===== src/cbci_pkg.sv =====
package cbci_pkg;

   // ********************
   // widths and reset values
   // ********************
   localparam int          ADDR_W     = 16;
   localparam int          DATA_W     = 8;
   localparam int          PORT_W     = 8;
   localparam logic [15:0] PC_RESET   = 16'h0000;
   localparam logic [7:0]  DATA_RESET = 8'h00;
   // least reset length the far side must give, in clocks
   localparam int          RESET_MIN_CLOCKS = 3;

   // ********************
   // status word bit positions
   // ********************
   localparam int ST_INTA  = 0;
   localparam int ST_WO_N  = 1;
   localparam int ST_STACK = 2;
   localparam int ST_HLTA  = 3;
   localparam int ST_OUT   = 4;
   localparam int ST_FETCH = 5;
   localparam int ST_INP   = 6;
   localparam int ST_MEMR  = 7;

   // ********************
   // machine cycle kinds asked for by the core
   // ********************
   typedef enum logic [2:0] {
      CYC_FETCH  = 3'h0,
      CYC_MREAD  = 3'h1,
      CYC_MWRITE = 3'h2,
      CYC_SREAD  = 3'h3,
      CYC_SWRITE = 3'h4,
      CYC_IN     = 3'h5,
      CYC_OUT    = 3'h6
   } cbci_cycle_e;

   // ********************
   // bus sequencer states, one-hot
   // ********************
   typedef enum logic [6:0] {
      ST_IDLE              = 7'h01,
      ST_FIRST_STATE       = 7'h02,
      ST_SECOND_STATE      = 7'h04,
      ST_WAIT_STATE_SLOT   = 7'h08,
      ST_THIRD_STATE       = 7'h10,
      ST_HOLD              = 7'h20,
      ST_HALT              = 7'h40
   } cbci_state_e;

endpackage


===== src/cbci_bus_control.sv =====
`timescale 1ns/1ps

// Summary of operation
// reset clears program counter to zero
// reset clears interrupt enable and grant
// reset leaves working data untouched
// far side holds reset three clocks
// bus released only after cycle completes
// hold seen when halted or ready
// hold floats address, data; grant shown
// grant at third state or after
// grant first, buses float one edge later; for reads two edges later (write data floats on the grant edge)
// interrupt taken at instruction end, halt
// no interrupt in hold or disabled
// enable, disable ops drive enable output
// accepted interrupt clears enable in fetch
// enable effective after following instruction
// input strobe marks data bus input
// write strobe low with data valid
// cycle-start strobe at every cycle
// status word on data bus then
// wait states while ready is low
// wait output high in wait states
// sixteen address bits, io port duplicated
module cbci_bus_control (
   // clock and reset
   input  wire logic                 clock,
   input  wire logic                 reset,
   // core cycle requests
   input  wire logic                 req_valid,
   input  wire cbci_pkg::cbci_cycle_e req_kind,
   input  wire logic                 req_from_pc,
   input  wire logic [15:0]          req_addr,
   input  wire logic [7:0]           req_wdata,
   input  wire logic                 req_last,
   output logic                      req_taken,
   output logic                      rsp_valid,
   output logic [7:0]                rsp_rdata,
   // core control
   input  wire logic                 pc_load,
   input  wire logic [15:0]          pc_value,
   input  wire logic                 enable_interrupts_op,
   input  wire logic                 disable_interrupts_op,
   input  wire logic                 halt_op,
   output logic                      int_ack,
   // system pins
   input  wire logic                 hold_req,
   input  wire logic                 int_req,
   input  wire logic                 ready,
   output logic                      bus_grant_ack,
   output logic                      interrupt_enable_out,
   output logic                      wait_out,
   // bus strobes
   output logic                      sync,
   output logic                      data_input_strobe,
   output logic                      write_n,
   // address and data pins
   output logic [15:0]               addr_out,
   output logic                      addr_oe,
   input  wire logic [7:0]           data_in,
   output logic [7:0]                data_out,
   output logic                      data_oe
);

   // ********************
   // declarations
   // ********************
   cbci_pkg::cbci_state_e state;
   cbci_pkg::cbci_state_e next_state;
   cbci_pkg::cbci_state_e resume_state;
   cbci_pkg::cbci_cycle_e cur_kind;
   logic [15:0]           pc;
   logic [15:0]           next_addr;
   logic [7:0]            cur_wdata;
   logic                  cur_write;
   logic                  cur_last;
   logic                  halt_pend;
   logic                  inta_pending;
   logic                  take;
   logic                  inst_end;
   logic                  in_xfer;
   logic                  hold_seen;
   logic                  grant_read;
   logic                  grant_write;
   logic                  accept;

   // ********************
   // helpers
   // ********************
   // status word for the cycle about to begin
   function automatic logic [7:0] status_of(cbci_pkg::cbci_cycle_e k, logic inta);
      logic [7:0] s;
      s = 8'h00;
      case (k)
         cbci_pkg::CYC_FETCH: begin
            s[cbci_pkg::ST_FETCH] = 1'b1;
            s[cbci_pkg::ST_WO_N] = 1'b1;
            s[cbci_pkg::ST_INTA] = inta;
            s[cbci_pkg::ST_MEMR] = !inta;
         end
         cbci_pkg::CYC_MREAD: begin
            s[cbci_pkg::ST_MEMR] = 1'b1;
            s[cbci_pkg::ST_WO_N] = 1'b1;
         end
         cbci_pkg::CYC_SREAD: begin
            s[cbci_pkg::ST_MEMR]  = 1'b1;
            s[cbci_pkg::ST_STACK] = 1'b1;
            s[cbci_pkg::ST_WO_N]  = 1'b1;
         end
         cbci_pkg::CYC_SWRITE: begin
            s[cbci_pkg::ST_STACK] = 1'b1;
         end
         cbci_pkg::CYC_IN: begin
            s[cbci_pkg::ST_INP]  = 1'b1;
            s[cbci_pkg::ST_WO_N] = 1'b1;
         end
         cbci_pkg::CYC_OUT: begin
            s[cbci_pkg::ST_OUT] = 1'b1;
         end
         default: begin
            s = 8'h00;
         end
      endcase
      return s;
   endfunction

   // writes drive the data bus; everything else reads it
   function automatic logic is_write(cbci_pkg::cbci_cycle_e k);
      return (k == cbci_pkg::CYC_MWRITE) || (k == cbci_pkg::CYC_SWRITE)
             || (k == cbci_pkg::CYC_OUT);
   endfunction

   // ********************
   // sequencer
   // ********************
   // in the transfer slots the ready input is sampled
   assign in_xfer = (state == cbci_pkg::ST_SECOND_STATE)
                    || (state == cbci_pkg::ST_WAIT_STATE_SLOT);

   // for reads, hold is noticed only in a transfer slot with ready high
   assign hold_seen = in_xfer && ready && hold_req;

   // where the bus goes once no cycle is running
   always_comb begin
      if (halt_pend) begin
         resume_state = cbci_pkg::ST_HALT;
      end else if (req_valid) begin
         resume_state = cbci_pkg::ST_FIRST_STATE;
      end else begin
         resume_state = cbci_pkg::ST_IDLE;
      end
   end

   // next state; hold waits for the running cycle to finish
   always_comb begin
      next_state = state;
      case (state)
         cbci_pkg::ST_IDLE: begin
            next_state = resume_state;
         end
         cbci_pkg::ST_FIRST_STATE: begin
            next_state = cbci_pkg::ST_SECOND_STATE;
         end
         cbci_pkg::ST_SECOND_STATE, cbci_pkg::ST_WAIT_STATE_SLOT: begin
            if (ready) begin
               next_state = cbci_pkg::ST_THIRD_STATE;
            end else begin
               next_state = cbci_pkg::ST_WAIT_STATE_SLOT;
            end
         end
         cbci_pkg::ST_THIRD_STATE: begin
            if (bus_grant_ack || (cur_write && hold_req)) begin
               next_state = cbci_pkg::ST_HOLD;
            end else begin
               next_state = resume_state;
            end
         end
         cbci_pkg::ST_HOLD: begin
            if (!hold_req) begin
               next_state = resume_state;
            end
         end
         cbci_pkg::ST_HALT: begin
            if (hold_req) begin
               next_state = cbci_pkg::ST_HOLD;
            end else if (!halt_pend) begin
               next_state = cbci_pkg::ST_IDLE;
            end
         end
         default: begin
            next_state = cbci_pkg::ST_IDLE;
         end
      endcase
   end

   // state register
   always_ff @(posedge clock or posedge reset) begin
      if (reset) begin
         state <= cbci_pkg::ST_IDLE;
      end else begin
         state <= next_state;
      end
   end

   // a request is taken on the edge that starts its first state
   assign take = req_valid && (next_state == cbci_pkg::ST_FIRST_STATE);
   assign inst_end = (state == cbci_pkg::ST_THIRD_STATE) && cur_last;

   // grant for reads comes with the third state; writes one later
   assign grant_read  = hold_seen && !cur_write;
   assign grant_write = (state == cbci_pkg::ST_THIRD_STATE) && cur_write
                        && hold_req;

   // ********************
   // cycle bookkeeping
   // ********************
   // cycle kind and end-of-instruction mark, latched at take
   always_ff @(posedge clock or posedge reset) begin
      if (reset) begin
         cur_kind  <= cbci_pkg::CYC_FETCH;
         cur_write <= 1'b0;
         cur_last  <= 1'b0;
      end else if (take) begin
         cur_kind  <= req_kind;
         cur_write <= is_write(req_kind);
         cur_last  <= req_last;
      end
   end

   // write data is plain datapath: no reset, so reset leaves it alone
   always_ff @(posedge clock) begin
      if (take) begin
         cur_wdata <= req_wdata;
      end
   end

   // acknowledge of a taken request, one cycle
   always_ff @(posedge clock or posedge reset) begin
      if (reset) begin
         req_taken <= 1'b0;
      end else begin
         req_taken <= take;
      end
   end

   // program counter; an acknowledge fetch does not advance it
   always_ff @(posedge clock or posedge reset) begin
      if (reset) begin
         pc <= cbci_pkg::PC_RESET;
      end else if (pc_load) begin
         pc <= pc_value;
      end else if (take && req_from_pc && !inta_pending) begin
         pc <= pc + 16'h0001;
      end
   end

   // io port number appears on both address halves
   always_comb begin
      if (req_kind == cbci_pkg::CYC_IN || req_kind == cbci_pkg::CYC_OUT) begin
         next_addr = {req_addr[7:0], req_addr[7:0]};
      end else if (req_from_pc) begin
         next_addr = pc;
      end else begin
         next_addr = req_addr;
      end
   end

   // halt stays pending until an interrupt is accepted
   always_ff @(posedge clock or posedge reset) begin
      if (reset) begin
         halt_pend <= 1'b0;
      end else if (halt_op) begin
         halt_pend <= 1'b1;
      end else if (accept) begin
         halt_pend <= 1'b0;
      end
   end

   // marks the next fetch as an interrupt acknowledge; set wins
   always_ff @(posedge clock or posedge reset) begin
      if (reset) begin
         inta_pending <= 1'b0;
      end else if (accept) begin
         inta_pending <= 1'b1;
      end else if (take && req_kind == cbci_pkg::CYC_FETCH) begin
         inta_pending <= 1'b0;
      end
   end

   // ********************
   // interrupt enable
   // ********************
   cbci_int_enable u_int_enable (
      .clock                 (clock),
      .reset                 (reset),
      .enable_interrupts_op  (enable_interrupts_op),
      .disable_interrupts_op (disable_interrupts_op),
      .inst_end              (inst_end),
      .halted                (state == cbci_pkg::ST_HALT),
      .in_hold               (bus_grant_ack),
      .busy                  (inta_pending),
      .clear_on_fetch        (take && inta_pending
                              && req_kind == cbci_pkg::CYC_FETCH),
      .int_req               (int_req),
      .int_en                (interrupt_enable_out),
      .accept                (accept)
   );

   assign int_ack = accept;

   // ********************
   // pin outputs
   // ********************
   // grant rises before the address floats (write data floats on the same edge), falls on leaving hold
   always_ff @(posedge clock or posedge reset) begin
      if (reset) begin
         bus_grant_ack <= 1'b0;
      end else if (grant_read || grant_write) begin
         bus_grant_ack <= 1'b1;
      end else if (state == cbci_pkg::ST_HALT && hold_req) begin
         bus_grant_ack <= 1'b1;
      end else if (next_state != cbci_pkg::ST_HOLD) begin
         bus_grant_ack <= 1'b0;
      end
   end

   // address floats from the second edge of hold, one after grant for writes and halt, two after for reads
   always_ff @(posedge clock or posedge reset) begin
      if (reset) begin
         addr_oe <= 1'b1;
      end else begin
         addr_oe <= !(state == cbci_pkg::ST_HOLD
                      && next_state == cbci_pkg::ST_HOLD);
      end
   end

   // address changes only when a new cycle starts
   always_ff @(posedge clock or posedge reset) begin
      if (reset) begin
         addr_out <= cbci_pkg::PC_RESET;
      end else if (take) begin
         addr_out <= next_addr;
      end
   end

   // cycle-start strobe covers exactly the first state
   always_ff @(posedge clock or posedge reset) begin
      if (reset) begin
         sync <= 1'b0;
      end else begin
         sync <= (next_state == cbci_pkg::ST_FIRST_STATE);
      end
   end

   // status in the first state, write data through the write cycle
   always_ff @(posedge clock or posedge reset) begin
      if (reset) begin
         data_out <= cbci_pkg::DATA_RESET;
      end else if (take) begin
         data_out <= status_of(req_kind, inta_pending);
      end else if (state == cbci_pkg::ST_FIRST_STATE) begin
         data_out <= cur_wdata;
      end
   end

   // data is driven for status and for writes, never in hold
   always_ff @(posedge clock or posedge reset) begin
      if (reset) begin
         data_oe <= 1'b0;
      end else begin
         data_oe <= (next_state == cbci_pkg::ST_FIRST_STATE)
                    || (cur_write && (next_state == cbci_pkg::ST_SECOND_STATE
                    || next_state == cbci_pkg::ST_WAIT_STATE_SLOT
                    || next_state == cbci_pkg::ST_THIRD_STATE));
      end
   end

   // write strobe low only in the third state, inside data_oe
   always_ff @(posedge clock or posedge reset) begin
      if (reset) begin
         write_n <= 1'b1;
      end else begin
         write_n <= !(cur_write
                      && next_state == cbci_pkg::ST_THIRD_STATE);
      end
   end

   // input strobe across the read transfer slots
   always_ff @(posedge clock or posedge reset) begin
      if (reset) begin
         data_input_strobe <= 1'b0;
      end else begin
         data_input_strobe <= !cur_write
                              && (next_state == cbci_pkg::ST_SECOND_STATE
                              || next_state == cbci_pkg::ST_WAIT_STATE_SLOT
                              || next_state == cbci_pkg::ST_THIRD_STATE);
      end
   end

   // wait flag through every wait slot and while halted
   always_ff @(posedge clock or posedge reset) begin
      if (reset) begin
         wait_out <= 1'b0;
      end else begin
         wait_out <= (next_state == cbci_pkg::ST_WAIT_STATE_SLOT)
                     || (next_state == cbci_pkg::ST_HALT);
      end
   end

   // read data captured at the end of the third state
   always_ff @(posedge clock or posedge reset) begin
      if (reset) begin
         rsp_valid <= 1'b0;
         rsp_rdata <= cbci_pkg::DATA_RESET;
      end else begin
         rsp_valid <= (state == cbci_pkg::ST_THIRD_STATE) && !cur_write;
         if (state == cbci_pkg::ST_THIRD_STATE && !cur_write) begin
            rsp_rdata <= data_in;
         end
      end
   end

endmodule


===== src/cbci_int_enable.sv =====
`timescale 1ns/1ps

// interrupt enable flip-flop, enable delay and acceptance
module cbci_int_enable (
   // clock and reset
   input  wire logic clock,
   input  wire logic reset,
   // core instruction events
   input  wire logic enable_interrupts_op,
   input  wire logic disable_interrupts_op,
   input  wire logic inst_end,
   input  wire logic halted,
   input  wire logic in_hold,
   input  wire logic busy,
   input  wire logic clear_on_fetch,
   // request and results
   input  wire logic int_req,
   output logic      int_en,
   output logic      accept
);

   logic en_mask;

   // enable flop: cleared by reset, disable op and ack fetch
   always_ff @(posedge clock or posedge reset) begin
      if (reset) begin
         int_en <= 1'b0;
      end else if (disable_interrupts_op || clear_on_fetch) begin
         int_en <= 1'b0;
      end else if (enable_interrupts_op) begin
         int_en <= 1'b1;
      end
   end

   // masks the enabling instruction's own end
   always_ff @(posedge clock or posedge reset) begin
      if (reset) begin
         en_mask <= 1'b0;
      end else if (enable_interrupts_op) begin
         en_mask <= !inst_end;
      end else if (inst_end) begin
         en_mask <= 1'b0;
      end
   end

   // accept pulse; its own pulse blocks a double accept
   always_ff @(posedge clock or posedge reset) begin
      if (reset) begin
         accept <= 1'b0;
      end else begin
         accept <= int_req && int_en && !en_mask && !in_hold && !busy && !accept
                   && (inst_end || halted);
      end
   end

endmodule


===== config.mk =====
export PLATFORM = sky130hd
export DESIGN_NAME = cbci_bus_control
export DESIGN_NICKNAME = d
export VERILOG_FILES = /design/src/cbci_pkg.sv /design/src/cbci_bus_control.sv /design/src/cbci_int_enable.sv
export SDC_FILE = /design/constraint.sdc
export NUM_CORES = 1
export LEC_CHECK = 0
export BUFFER_PORTS_ARGS = -buffer_cell sky130_fd_sc_hd__buf_2
export CELL_PAD_IN_SITES_DETAIL_PLACEMENT = 1
export CELL_PAD_IN_SITES_GLOBAL_PLACEMENT = 2
export CORE_MARGIN = 2
export CORE_UTILIZATION = 29
export CTS_CLUSTER_SIZE = 24
export DETAILED_ROUTE_END_ITERATION = 8
export GPL_ROUTABILITY_DRIVEN = 0
export PLACE_DENSITY_LB_ADDON = 0.1
export SLEW_MARGIN = 40
export SYNTH_ARGS = -nofsm -noshare
export SYNTH_HDL_FRONTEND = slang
export SYNTH_SLANG_ARGS = --single-unit

===== constraint.sdc =====
create_clock -name clock -period 2.1 [get_ports clock]
set_clock_uncertainty 0.1 [all_clocks]
set_input_delay 0.105 -clock clock [delete_from_list [all_inputs] [get_ports clock]]
set_output_delay 0.105 -clock clock [all_outputs]
set_load 0.02 [all_outputs]

# Word level (Yosys, flattened, before mapping)
# Index checks and enable logic that the tools add are counted.
# word_totals
ff_bits	79
input_bits	63
output_inout_bits	43
wordCells	132
# op_classes
n_addsub	1
eq_ne	20
mux	32
reduce_logical	57
# op_table
operator	n
16-bit 2-to-1 mux	4
7-bit one-hot mux with 6 select lines	1
7-bit 2-to-1 mux	5
1-bit logical AND	25
1-bit 2-to-1 mux	17
16-bit by 1-bit adder with 16-bit output, second input constant	1
8-bit 2-to-1 mux	2
7-bit by 2-bit == test with 1-bit output, second input constant	2
7-bit by 3-bit == test with 1-bit output, second input constant	2
7-bit by 4-bit == test with 1-bit output, second input constant	2
7-bit by 5-bit == test with 1-bit output, second input constant	2
7-bit by 6-bit == test with 1-bit output, second input constant	2
7-bit == test, second input constant	2
1-bit logical OR	12
2-bit nonzero test	6
3-bit == test, second input constant	3
1-bit zero test	8
7-bit by 1-bit == test with 1-bit output, second input constant	1
7-bit by 6-bit inequality test with 1-bit output, second input constant	1
3-bit by 2-bit == test with 1-bit output, second input constant	2
2-bit OR reduction	3
5-bit 2-to-1 mux	1
4-bit OR reduction	1
3-bit by 1-bit == test with 1-bit output, second input constant	1
other kinds (4)	4

# Longest topological paths before layout
# Gate-level depths: netlist (run 1).
# depth
depth_word	10
mapped_depth	8
ltp_nobuf	6

# By module
# A second synthesis (run 1) with hierarchy kept.
# hier_totals
hier_cells	389
area_unflattened_um2	3832.4
# by_module_without_submodules
mod	n_inst	cells_each	area_each_um2	seq_area_each_um2
cbci_bus_control	1	378	3709.8	1945.6
cbci_int_enable	1	11	122.6	75.1

# Worst setup path before layout (run 1)
# No wires, ideal clock.
# synth_timing
path_kind	reg2reg
startpoint	reg bus_grant_ack
endpoint	reg pc[1]
setup_ns	0.125
arrival_time_ns	1.763
t_required_ns	1.875
slack_ns	0.112
stages_incl_launch_ff	6
path_buffers	0
synth_period_minus_slack_ns	1.988
path_cell_list	dfrtp_1 a21oi_1 nand4_4 a21boi_2 mux2_1 mux2_2
# synth_between
elab_chain_cells	8
# synth_lines
element	line_no	text
start, declared	cbci_bus_control.sv:50	output logic bus_grant_ack,
start signal, assigned	cbci_bus_control.sv:317	bus_grant_ack <= 1'b0;
start signal, assigned	cbci_bus_control.sv:319	bus_grant_ack <= 1'b1;
start signal, assigned	cbci_bus_control.sv:321	bus_grant_ack <= 1'b1;
1-bit logical OR	cbci_bus_control.sv:172	if (bus_grant_ack || (cur_write && hold_req)) begin
7-bit 2-to-1 mux	cbci_bus_control.sv:172	
7-bit one-hot mux with 6 select lines	cbci_bus_control.sv:157	case (state)
7-bit by 2-bit == test with 1-bit output	cbci_bus_control.sv:206	assign take = req_valid && (next_state == cbci_pkg::ST_FIRST_STATE);
1-bit logical AND	cbci_bus_control.sv:206	
1-bit logical AND (2 in a row)	cbci_bus_control.sv:252	end else if (take && req_from_pc && !inta_pending) begin
2-bit nonzero test (no source line)	--	
end signal, assigned	cbci_bus_control.sv:249	pc <= cbci_pkg::PC_RESET;
end signal, assigned	cbci_bus_control.sv:251	pc <= pc_value;
end signal, assigned	cbci_bus_control.sv:253	pc <= pc + 16'h0001;
end, declared	cbci_bus_control.sv:72	logic [15:0] pc;
# Every way passes these cells.
# A chain may end at the register's enable or synchronous reset.

# Worst setup path in the final report (run 1)
# layout_timing
startpoint	reg state[2]
endpoint	reg rsp_rdata[7]
# layout_between
elab_chain_cells	2
# layout_lines
element	line_no	text
start, declared	cbci_bus_control.sv:68	cbci_pkg::cbci_state_e state;
start signal, assigned	cbci_bus_control.sv:199	state <= cbci_pkg::ST_IDLE;
start signal, assigned	cbci_bus_control.sv:201	state <= next_state;
7-bit by 5-bit == test with 1-bit output	cbci_bus_control.sv:417	if (state == cbci_pkg::ST_THIRD_STATE && !cur_write) begin
1-bit logical AND	cbci_bus_control.sv:417	
end signal, assigned	cbci_bus_control.sv:414	rsp_rdata <= cbci_pkg::DATA_RESET;
end signal, assigned	cbci_bus_control.sv:418	rsp_rdata <= data_in;
end, declared	cbci_bus_control.sv:38	output logic [7:0] rsp_rdata,
# Every way passes these cells.

==> results of run 1 <==
[through the flow]
stage / hold WS (ns) / setup WS [ns] / power [uW] / TNS (ns)
6_report: 0.0356 / 0.0770 / 4040 / 0
2_1_floorplan: 0.0776 / 0.103 / 2260 / 0
4_1_cts: 0.0280 / 0.0160 / 4090 / 0
3_3_place_gp: 0.132 / 0.0605 / 2550 / 0
3_5_place_dp: 0.130 / 0.0373 / 2560 / 0
5_1_grt: 0.0562 / -0.0501 / 4270 / -0.124
[power breakdown]
group          leakage [uW]  switching (uW)  internal [uW]
Clock              0.000120             614            800
Sequential         0.000971            73.5           1630
Combinational       0.00154             498            431
[final cells by class]
type                    count  area [sq um]  share of cell area (%)
repair buffers            188          1320                    23.5
multi-input cells         258          1740                    31.1
clock buffers              13           240                    4.28
inverters                  10          42.5                   0.758
clock inverters             3          20.0                   0.357
flip-flops and latches     79          2020                    36.1
well taps                 176           220                    3.93
[cells in the final DEF, fill, tap and decap left out, types with 3 or more instances in the layout]
cell	n
xnor2_1	12
o21ai_0	24
dfstp_2	3
buf_2	105
clkbuf_1	4
a21oi_1	13
dfrtp_1	66
xor2_1	6
clkbuf_16	9
inv_1	7
a211oi_2	3
a31oi_1	3
mux2_2	15
nand4_1	10
mux2i_1	19
o21ai_1	17
nand2_1	60
nand3_1	7
dlygate4sd3_1	50
buf_4	29
and2_1	3
buf_12	3
nor2_1	14
nor3_1	4
edfxtp_1	8
and3_1	3
[kinds of logic after synthesis]
group	after synthesis
muxes	35
xor gates and xnor gates	18
DFF	79
buffers and inverters	30
and+or+nand+nor	124
AOI/OAI and AO/OA	80
adders and majority gates	1
[sequential cells by signal, summed over array words and instances (netlist names)]
name and count:
data_input_strobe 1, u_int_enable.en_mask 1, bus_grant_ack 1, req_taken 1, write_n 1, u_int_enable.accept 1
cur_wdata 8, sync 1, halt_pend 1, u_int_enable.int_en 1, cur_write 1, rsp_valid 1
wait_out 1, state 7, data_oe 1, addr_oe 1, inta_pending 1, pc 16
data_out 8, addr_out 16, cur_last 1, rsp_rdata 8
[per-layer routing]
metal  part of all wire, %  global-route usage [%]
met3                   3.5                    3.21
met5                     0                       0
met4                   1.5                    6.10
met1                    50                    23.8
met2                    45                    25.9
[what timing repair did]
| action | 4_1_cts | 5_1_grt |
|---|---|---|
| hold buffers | 50 | 0 |
| buffers inserted | 0 | 3 |
| endpoints found under the setup margin | 0 | 20 |
| gates resized for setup | 0 | 9 |
| hold endpoints to repair | 122 | 0 |
[worst reg2reg max path, stage by stage (launching register included)]
cell and delay, ns:
dfrtp_2 0.44, nor3_4 0.35, buf_4 0.19, and3_2 0.21, and2_4 0.17, buf_12 0.12
mux2_2 0.33
[path summary, 6_finish.rpt]
| path | startpoint | end | slack, ns |
|---|---|---|---|
| setup / recovery | state[2]$_DFF_PP0_ | rsp_rdata[7]$_DFFE_PP0P_ | 0.08 |
| hold / removal | req_kind[1] | data_out[6]$_DFFE_PP0P_ | 0.04 |
| setup reg to reg | state[2]$_DFF_PP0_ | rsp_rdata[7]$_DFFE_PP0P_ | 0.08 |
| hold reg to reg | cur_wdata[4]$_DFFE_PP_ | data_out[4]$_DFFE_PP0P_ | 0.36 |
| max in group asynchronous | reset | addr_oe$_DFF_PP1_ | 1.25 |
| min in group asynchronous | reset | pc[11]$_DFFE_PP0P_ | 0.29 |
==> results by group, run 1 <==
Worst setup path
  • CP Capture Type: flop
  • Worst r2r path cells: 6
  • WP data arrival: 2.15 ns
  • Worst path max stage delay: 0.44 ns
  • Stages on the worst setup path: 6
  • Worst-path maximum fanout: 9
  • Crit start category: flop
  • CP Class: flop to flop
  • Slowest CP cell: dfrtp_2
  • Buf/Inv on CP: 2
  • Worst EP required: 2.23 ns
  • Family with the most delay on the worst path: simple AND/OR/NAND/NOR gates
  • Critical path, cell by cell: nor3_4 > buf_4 > and3_2 > and2_4 > buf_12 > mux2_2

Synthesis
  • Xor-xnor portion of the synthesized cell area: 4.02%
  • Mapped Cells: 367
  • Post-Synth Simple-Gate Area: 16.4%
  • Synth top area cells: dfrtp_1 (43%), edfxtp_1 (6.1%), nand2_1 (5.7%)
  • Register area share after synthesis: 51.6%
  • Mapped Area: 3920 sq um
  • Post-synth EDFFs: 8
  • Warnings from Yosys: 0
  • Main synth FF type: dfrtp_1
  • Most common cell in the synthesized netlist: dfrtp_1
  • Adder-cell share of the synthesized area: 0.319%
  • Synth top area share: 43.4%
  • Area leader, netlist: dfrtp_1
  • Largest family of logic cells by synthesized area: simple AND/OR/NAND/NOR gates
  • Synth cell types: 61
  • Compound-cell area share of the yosys netlist: 13.8%
  • Ys async rst share: 89.9%
  • Synth cell count leaders: dfrtp_1 (68), nand2_1 (60), o21ai_0 (24)
  • Avg Inst Size Synth: 10.7 sq um
  • Yosys reg bits: 79
  • Syn Nets: 431
  • Mux cell area share after synthesis: 9.45%

Final layout
  • Fin nets: 610
  • Layout cells sized above 1: 35.0%
  • Post-Layout Cell Count: 727
  • Number of fill cells: 1528
  • Area grow syn2layout: 43.2%
  • Diodes inserted: 0
  • Final Cell Area: 5610 sq um
  • Final core utilization: 42.4%

Clock tree
  • CTS buffer count: 9
  • Clock H-tree levels: 3
  • Clock-pin slew on the worst setup and hold paths: 0.06 ns
  • CTS tree: done
  • CTS sink cnt: 79
  • Clk buf depth: 2
  • Clk_lat worst skew: 0.34 ns
  • Clock Root Buffer: clkbuf_16

Floorplan
  • Die width: 120 um
  • Initial Utilization: 29.6%
  • Full die area: 14500 sq um
  • I/O pin count: 106
  • Height of the die: 120 um
  • FP Rows: 42
  • Core ar.: 13200 sq um

Timing
  • RSZ-0062 raised after global routing: true
  • Worst-margin pin slew: 0.496 ns
  • FMAX: 494 MHz
  • Final setup fails: 0
  • Final slew viol count: 0
  • Period utilization: 96.3%
  • Min cycle time layout: 2.02 ns
  • Hold Vio Cnt, Final: 0
  • Relative slew slack: 66.9%

Pwr
  • Worst vdd ir: 0.392 mV
  • PwrDens: 721 nW/um^2
  • Pleak: 0.00264 uW

Placement
  • IO buf count: 105
  • Dpl cell area: 4790 sq um
  • Hpwl dp: 8240 um
  • Placed cell count: 658

Route
  • Vias per inst: 4.64
  • TritonRoute pass-1 iters: 4
  • Vias post-DR: 3373
  • DR iter-0 viols: 98
  • Final wirelength: 11500 um
  • DRC viols: 0
  • Wirelength per Cell: 15.8 um
  • Detail Route Antenna Nets: 0

GRT
  • Largest net degree at the start of global routing: 72
  • Initial antenna violation count: 0
  • Vias in the first global route: 3503
  • Global Route Usage Sum: 16.9%
  • Global route overflow: 0
  • First-pass GRT wire length: 18800 um

Outcome
  • Status: complete, no violations

Job
  • Max_cap viols: 0

Hold path
  • Min-Delay Path Depth: 2
  • HP Class: input port to flop
Power figures use the tool's default switching activity.
==> run 2: changes to the inputs <==
- SYNTH_HIERARCHICAL: not set -> 1
==> run 2 against run 1 <==
Effect of this change:
- the flow now finishes with violations (hold timing, setup timing)
- area after synthesis fell by 2.2%
- clock power rose by 39%
- routed wire length rose by 7.8%
- largest cell class unchanged
- worst setup slack got worse by 0.19 ns
- first-iteration DRC count rose by 44%
- register-to-register slack got worse by 0.19 ns
- die area fell by 2.1%
- combinational power rose by 23%
- hold slack got worse by 0.038 ns
==> results by group, run 2 <==
Outcome
  • Status: complete, but fails checks
  • Failing checks: hold timing, setup timing

Final layout
  • Final Cell Area: 5800 sq um
  • Area grow syn2layout: 51.3%
  • Diodes inserted: 0
  • Regs by FF count: addr_out: 16 flops, pc: 16 flops
  • Fin nets: 639
  • Most frequent cells in the layout: buf_2 (105), dfrtp_1 (67), nand2_1 (58)
  • Commonest non-fill, non-tap cell in the layout: buf_2
  • Register area: 2020 sq um
  • Layout cells sized above 1: 35.0%
  • Area of the multi-input gates: 1800 sq um
  • Number of fill cells: 1466

Synthesis
  • Post-Synth Simple-Gate Area: 21.2%
  • Synth top area cells: dfrtp_1 (44%), edfxtp_1 (6.3%), nand2_1 (5.8%)
  • Synth cell count leaders: dfrtp_1 (68), nand2_1 (59), o21ai_0 (38)
  • Mux cell area share after synthesis: 7.87%
  • Warnings from Yosys: 6
  • Ys async rst share: 89.9%
  • Syn Nets: 453
  • Yosys reg bits: 79
  • Mapped Area: 3830 sq um
  • Post-synth EDFFs: 8
  • Synth cell types: 61
  • Largest family of logic cells by synthesized area: simple AND/OR/NAND/NOR gates
  • Mapped Cells: 389
  • Most common cell in the synthesized netlist: dfrtp_1
  • Adder-cell share of the synthesized area: 0.326%
  • Synth top area share: 44.4%
  • Compound-cell area share of the yosys netlist: 13.1%
  • Main synth FF type: dfrtp_1
  • Register area share after synthesis: 52.7%
  • Area leader, netlist: dfrtp_1
  • Xor-xnor portion of the synthesized cell area: 0.914%
  • Avg Inst Size Synth: 9.85 sq um

Floorplan
  • Initial Utilization: 30.0%
  • Core ar.: 12800 sq um
  • I/O pin count: 106
  • Die width: 119 um
  • FP Rows: 41
  • Height of the die: 119 um
  • Full die area: 14200 sq um

Worst setup path
  • Crit start category: flop
  • Worst path max stage delay: 0.48 ns
  • Worst EP required: 2.28 ns
  • Slowest CP cell: or4b_1
  • CP Capture Type: flop
  • CP Class: flop to flop
  • Critical path, cell by cell: nor4_2 > buf_4 > nand4_1 > o32a_4 > or4b_1 > nand3_1
  • Worst-path maximum fanout: 7
  • WP data arrival: 2.40 ns

Timing
  • RSZ-0062 raised after global routing: true
  • FMAX: 451 MHz
  • Period utilization: 106%
  • Worst hold slack: -0.00228 ns
  • Relative slew slack: 65.7%
  • Slack of the critical path: -0.117 ns
  • Hold Vio Cnt, Final: 1
  • Final setup fails: 11
  • Min cycle time layout: 2.22 ns
  • Final slew viol count: 0
  • Worst-margin pin slew: 0.514 ns

Clock tree
  • Clk_lat worst skew: 0.34 ns
  • CTS sink cnt: 79
  • CTS tree: done
  • Clock-pin slew on the worst setup and hold paths: 0.06 ns
  • Clock Root Buffer: clkbuf_16
  • CTS buffer count: 9
  • Clock H-tree levels: 3
  • Clk buf depth: 2

Job
  • Max_cap viols: 0

GRT
  • Initial antenna violation count: 0
  • Routing usage on met2: 31.2%
  • Met1 GRT Util: 20.9%
  • Global route overflow: 0
  • Largest net degree at the start of global routing: 69
  • Gr busiest metal: met2
  • GR Util met3: 2.97%
  • Global Route Usage Sum: 17.6%
  • First-pass GRT wire length: 19500 um
  • Vias in the first global route: 3885

Route
  • Vias per inst: 4.82
  • Final wirelength: 12400 um
  • Detail Route Antenna Nets: 0
  • Wirelength per Cell: 16.5 um
  • DR iter-0 viols: 141
  • Vias post-DR: 3628
  • TritonRoute pass-1 iters: 4
  • DRC viols: 0

Pwr
  • PwrDens: 851 nW/um^2
  • Worst vdd ir: 0.406 mV
  • Pleak: 0.00279 uW

Hold path
  • HP Class: input port to flop

Placement
  • Dpl cell area: 4780 sq um
  • Hpwl dp: 8640 um
  • IO buf count: 105
[run 2: cell count changes after synthesis, moves of 7 or more]
cell,delta
clkbuf_1,+7
or3_1,+8
inv_1,+7
xnor2_1,-10
nor2_1,+11
o21ai_0,+14
o21ai_1,-16
nand3_1,+11
[run 2: cells by family after synthesis]
kind of cell / count (synthesis)
adder cells (fa/ha/maj): 1
multiplexers: 29
buffers and inverters: 34
AND/OR/NAND/NOR: 162
XOR/XNOR: 4
AO/OA/AOI/OAI: 80
flip-flops: 79
[run 2: final cells by class]
cell class              instances  area share, %
well taps                     172           3.71
inverters                      17           1.23
repair buffers                191           22.7
multi-input cells             277           31.1
clock inverters                 5           2.22
clock buffers                  11           4.19
flip-flops and latches         79           34.9
[run 2: final timing paths]
kind,from,endpoint,slack (ns),cells after the start
max in group asynchronous,reset,state[0]$_DFF_PP1_,1.26,4
worst max register to register,state[3]$_DFF_PP0_,pc[11]$_DFFE_PP0P_,-0.12,6
worst max-delay path,state[3]$_DFF_PP0_,pc[11]$_DFFE_PP0P_,-0.12,6
worst min-delay path,req_addr[7],addr_out[7]$_DFFE_PP0P_,-0.002,3
min in group asynchronous,reset,u_int_enable/en_mask$_DFFE_PP0P_,0.09,3
worst min register to register,u_int_enable/en_mask$_DFFE_PP0P_,u_int_enable/accept$_DFF_PP0_,0.34,1
[run 2: timing repair]
| item | 4_1_cts | 5_1_grt |
|---|---|---|
| pin swaps | 3 | 19 |
| hold buffers | 46 | 0 |
| gates cloned | 0 | 1 |
| buffers inserted | 0 | 3 |
| setup endpoints to repair | 30 | 45 |
| hold endpoints to repair | 113 | 0 |
| gates resized for setup | 9 | 31 |
[run 2: layer usage]
| layer | part of all wire, % | vias up |
|---|---|---|
| met5 | 0 | - |
| met4 | 1.8 | 0 |
| met1 | 44 | 1787 |
| met2 | 51 | 63 |
| li1 | - | 1766 |
| met3 | 2.7 | 12 |
[run 2: worst max-delay path, delay by kind of cell, from the launching register on]
family,cells,cell delay (ns)
compound gates,1,0.33
buf+inv,1,0.17
flops,1,0.44
simple gates,4,1.12
[run 2: power by group]
| part | leakage, uW | internal, uW | switching, uW | total [uW] |
|---|---|---|---|---|
| sequential | 0.000956 | 1690 | 136 | 1820 |
| clock | 0.000180 | 1320 | 646 | 1960 |
| combinational | 0.00165 | 527 | 616 | 1140 |
| total | 0.00279 | 3530 | 1400 | 4930 |
[run 2: metrics by stage]
| step | power, uW | util (%) | setup slack [ns] | TNS, ns | std cells |
|---|---|---|---|---|---|
| final | 4930 | 45.4 | -0.117 | -0.702 | 752 |
| after global routing | 5180 | 45.4 | -0.191 | -1.70 | 752 |
| after CTS | 4910 | 44.3 | -0.0599 | -0.243 | 748 |
| after detailed placement | 2840 | 37.5 | -0.186 | -1.77 | 686 |
| after global placement | 2810 | 37.5 | -0.113 | -0.489 | 686 |
| after floorplan | 2380 | - | 0.00562 | 0 | 389 |
==> run 3: changes to the inputs <==
- CORE_UTILIZATION: 29 -> 30
- CTS_BUF_LIST: not set -> sky130_fd_sc_hd__clkbuf_8
- RECOVER_POWER: not set -> 50
==> run 3 against run 2 <==
Effect of this change:
- the run ends with setup timing left
- via count about the same
- total power down 18%
- core utilization down 0.87 points
- flip-flop and latch count unchanged
- hold slack better by 0.023 ns
- cell count up 1.3%
- clock power down 44%
- combinational power about the same
- maximum frequency up 2.2%
- first-iteration DRC count up 9.9%
- sequential power about the same
- register-to-register slack better by 0.05 ns
- largest cell class unchanged
==> results by group, run 3 (synthesized netlist as in run 2, its figures left out) <==
Outcome
  • Status: complete, but fails checks
  • Failing checks: setup timing

Final layout
  • Area grow syn2layout: 46.0%
  • Most frequent cells in the layout: buf_2 (68), dfrtp_1 (67), nand2_1 (58)
  • Regs by FF count: addr_out: 16 flops, pc: 16 flops
  • Fin nets: 649
  • Layout cells sized above 1: 27.3%
  • Diodes inserted: 0
  • Commonest non-fill, non-tap cell in the layout: buf_2
  • Final core utilization: 44.5%

Worst setup path
  • Worst-path maximum fanout: 6
  • Worst Setup SP: state[3]$_DFF_PP0_
  • Crit start category: flop
  • WP data arrival: 2.34 ns
  • Worst r2r path cells: 6
  • FF-to-FF End: pc[3]$_DFFE_PP0P_
  • CP Class: flop to flop
  • CP Capture Type: flop
  • R2r setup slk: -0.07 ns
  • Worst r2r src: state[3]$_DFF_PP0_
  • Worst EP required: 2.27 ns

GRT
  • Global Route Usage Sum: 18.5%
  • Largest net degree at the start of global routing: 33
  • Initial antenna violation count: 0
  • Vias in the first global route: 3781
  • First-pass GRT wire length: 19300 um
  • Global route overflow: 0

Hold path
  • HP Class: input port to flop
  • HP Start: req_kind[2]
  • Worst Hold Path EP: data_out[7]$_DFFE_PP0P_
  • Min-Delay Path Depth: 3

Pwr
  • PwrDens: 722 nW/um^2
  • Pleak: 0.00259 uW
  • Worst vdd ir: 0.255 mV
  • Sequential power share: 44.6%
  • Internal: 2720 uW
  • Sw Share: 32.6%
  • Psw: 1320 uW
  • Comb pwr share: 28.0%
  • Clk pwr share: 27.3%

Timing
  • Setup TNS: -0.213 ns
  • Slack of the critical path: -0.0701 ns
  • Worst-margin pin slew: 1.09 ns
  • Final slew viol count: 0
  • Final setup fails: 7
  • Hold Vio Cnt, Final: 0
  • Min cycle time layout: 2.17 ns
  • Relative slew slack: 26.9%
  • Period utilization: 103%
  • FMAX: 461 MHz
  • RSZ-0062 raised after global routing: true

Placement
  • Hpwl dp: 8790 um
  • IO buf count: 105

Floorplan
  • Height of the die: 117 um
  • Full die area: 13700 sq um
  • FP Rows: 41
  • Core ar.: 12600 sq um
  • Initial Utilization: 30.5%
  • Die width: 117 um
  • I/O pin count: 106

Route
  • DR iter-0 viols: 155
  • Wirelength per Cell: 16.4 um
  • Vias per inst: 4.76
  • DRC viols: 0
  • TritonRoute pass-1 iters: 4
  • Vias post-DR: 3630
  • Final wirelength: 12500 um
  • Detail Route Antenna Nets: 0

Clock tree
  • Clock H-tree levels: 3
  • Clk_lat worst skew: 0.36 ns
  • CTS buffer count: 9
  • CTS sink cnt: 79
  • Clk buf depth: 2
  • Clock Root Buffer: clkbuf_8
  • CTS tree: done
  • Clock-pin slew on the worst setup and hold paths: 0.08 ns

Job
  • Max_cap viols: 0
==> run 3: cell types whose count changed in the layout (fill, tap and decap cells not counted), moves of 3 or more <==
cell           change
clkbuf_8           +8
bufinv_16          -3
buf_4              +6
o21ai_1            -3
dlygate4sd3_1      +3
inv_1              +3
o21ai_0            +3
clkbuf_1          +36
clkbuf_16          -9
buf_2             -37
==> run 3: power by group through the flow <==
stage | clock, uW | sequential (uW) | combinational, uW
floorplan | 0 | 1900 | 479
global placement | 0 | 1820 | 978
detailed placement | 0 | 1830 | 998
CTS | 1150 | 1800 | 1100
global route | 1210 | 1820 | 1250
finish | 1100 | 1800 | 1130
==> run 3: metrics by stage <==
stage	hold slack (ns)	area, sq um	total power, uW	cells	setup WS [ns]
floorplan	-0.241	3840	2380	389	0.00562
global placement	-0.104	4770	2800	684	-0.107
detailed placement	-0.0950	4770	2830	684	-0.195
CTS	0.00686	5550	4050	757	-0.0274
global route	0.0274	5590	4290	762	-0.168
finish	0.0204	5590	4040	762	-0.0701
==> run 3: worst max-delay path, stage by stage (launching register included) <==
cell and delay, ns:
dfrtp_1 0.42, nor4_2 0.30, buf_4 0.16, nand4_1 0.23, o32a_2 0.34, or3_1 0.35, a31oi_1 0.19
==> run 3: area by class of cell <==
cell class	count	area, sq um
multi-input cells	277	1770
repair buffers	201	1330
inverters	17	76.3
well taps	172	215
fillers	1491	6970
clock inverters	7	58.8
clock buffers	9	124
flip-flops and latches	79	2020
==> run 3: worst max path at each step <==
stage                         endpoint  depth (start not counted)
floorplan            pc[5]$_DFFE_PP0P_                          7
global placement    pc[11]$_DFFE_PP0P_                          6
detailed placement  pc[11]$_DFFE_PP0P_                          6
CTS                 pc[11]$_DFFE_PP0P_                          6
global route        pc[11]$_DFFE_PP0P_                          6
finish               pc[3]$_DFFE_PP0P_                          6
==> run 3: routing by layer <==
metal | up-vias | track usage [%] | routed length [um]
li1 | 1785 | - | -
met1 | 1769 | 24.0 | 5650
met2 | 62 | 31.7 | 6310
met3 | 14 | 2.63 | 308
met4 | 0 | 6.75 | 197
met5 | - | 0 | 0
==> run 3: what timing repair did <==
| item | 4_1_cts | 5_1_grt |
|---|---|---|
| setup endpoints to repair | 28 | 41 |
| cloned | 0 | 1 |
| pin swaps | 2 | 20 |
| hold buffers | 49 | 0 |
| setup buffers | 8 | 4 |
| gates resized for setup | 8 | 16 |
| endpoints found under the hold margin | 80 | 0 |
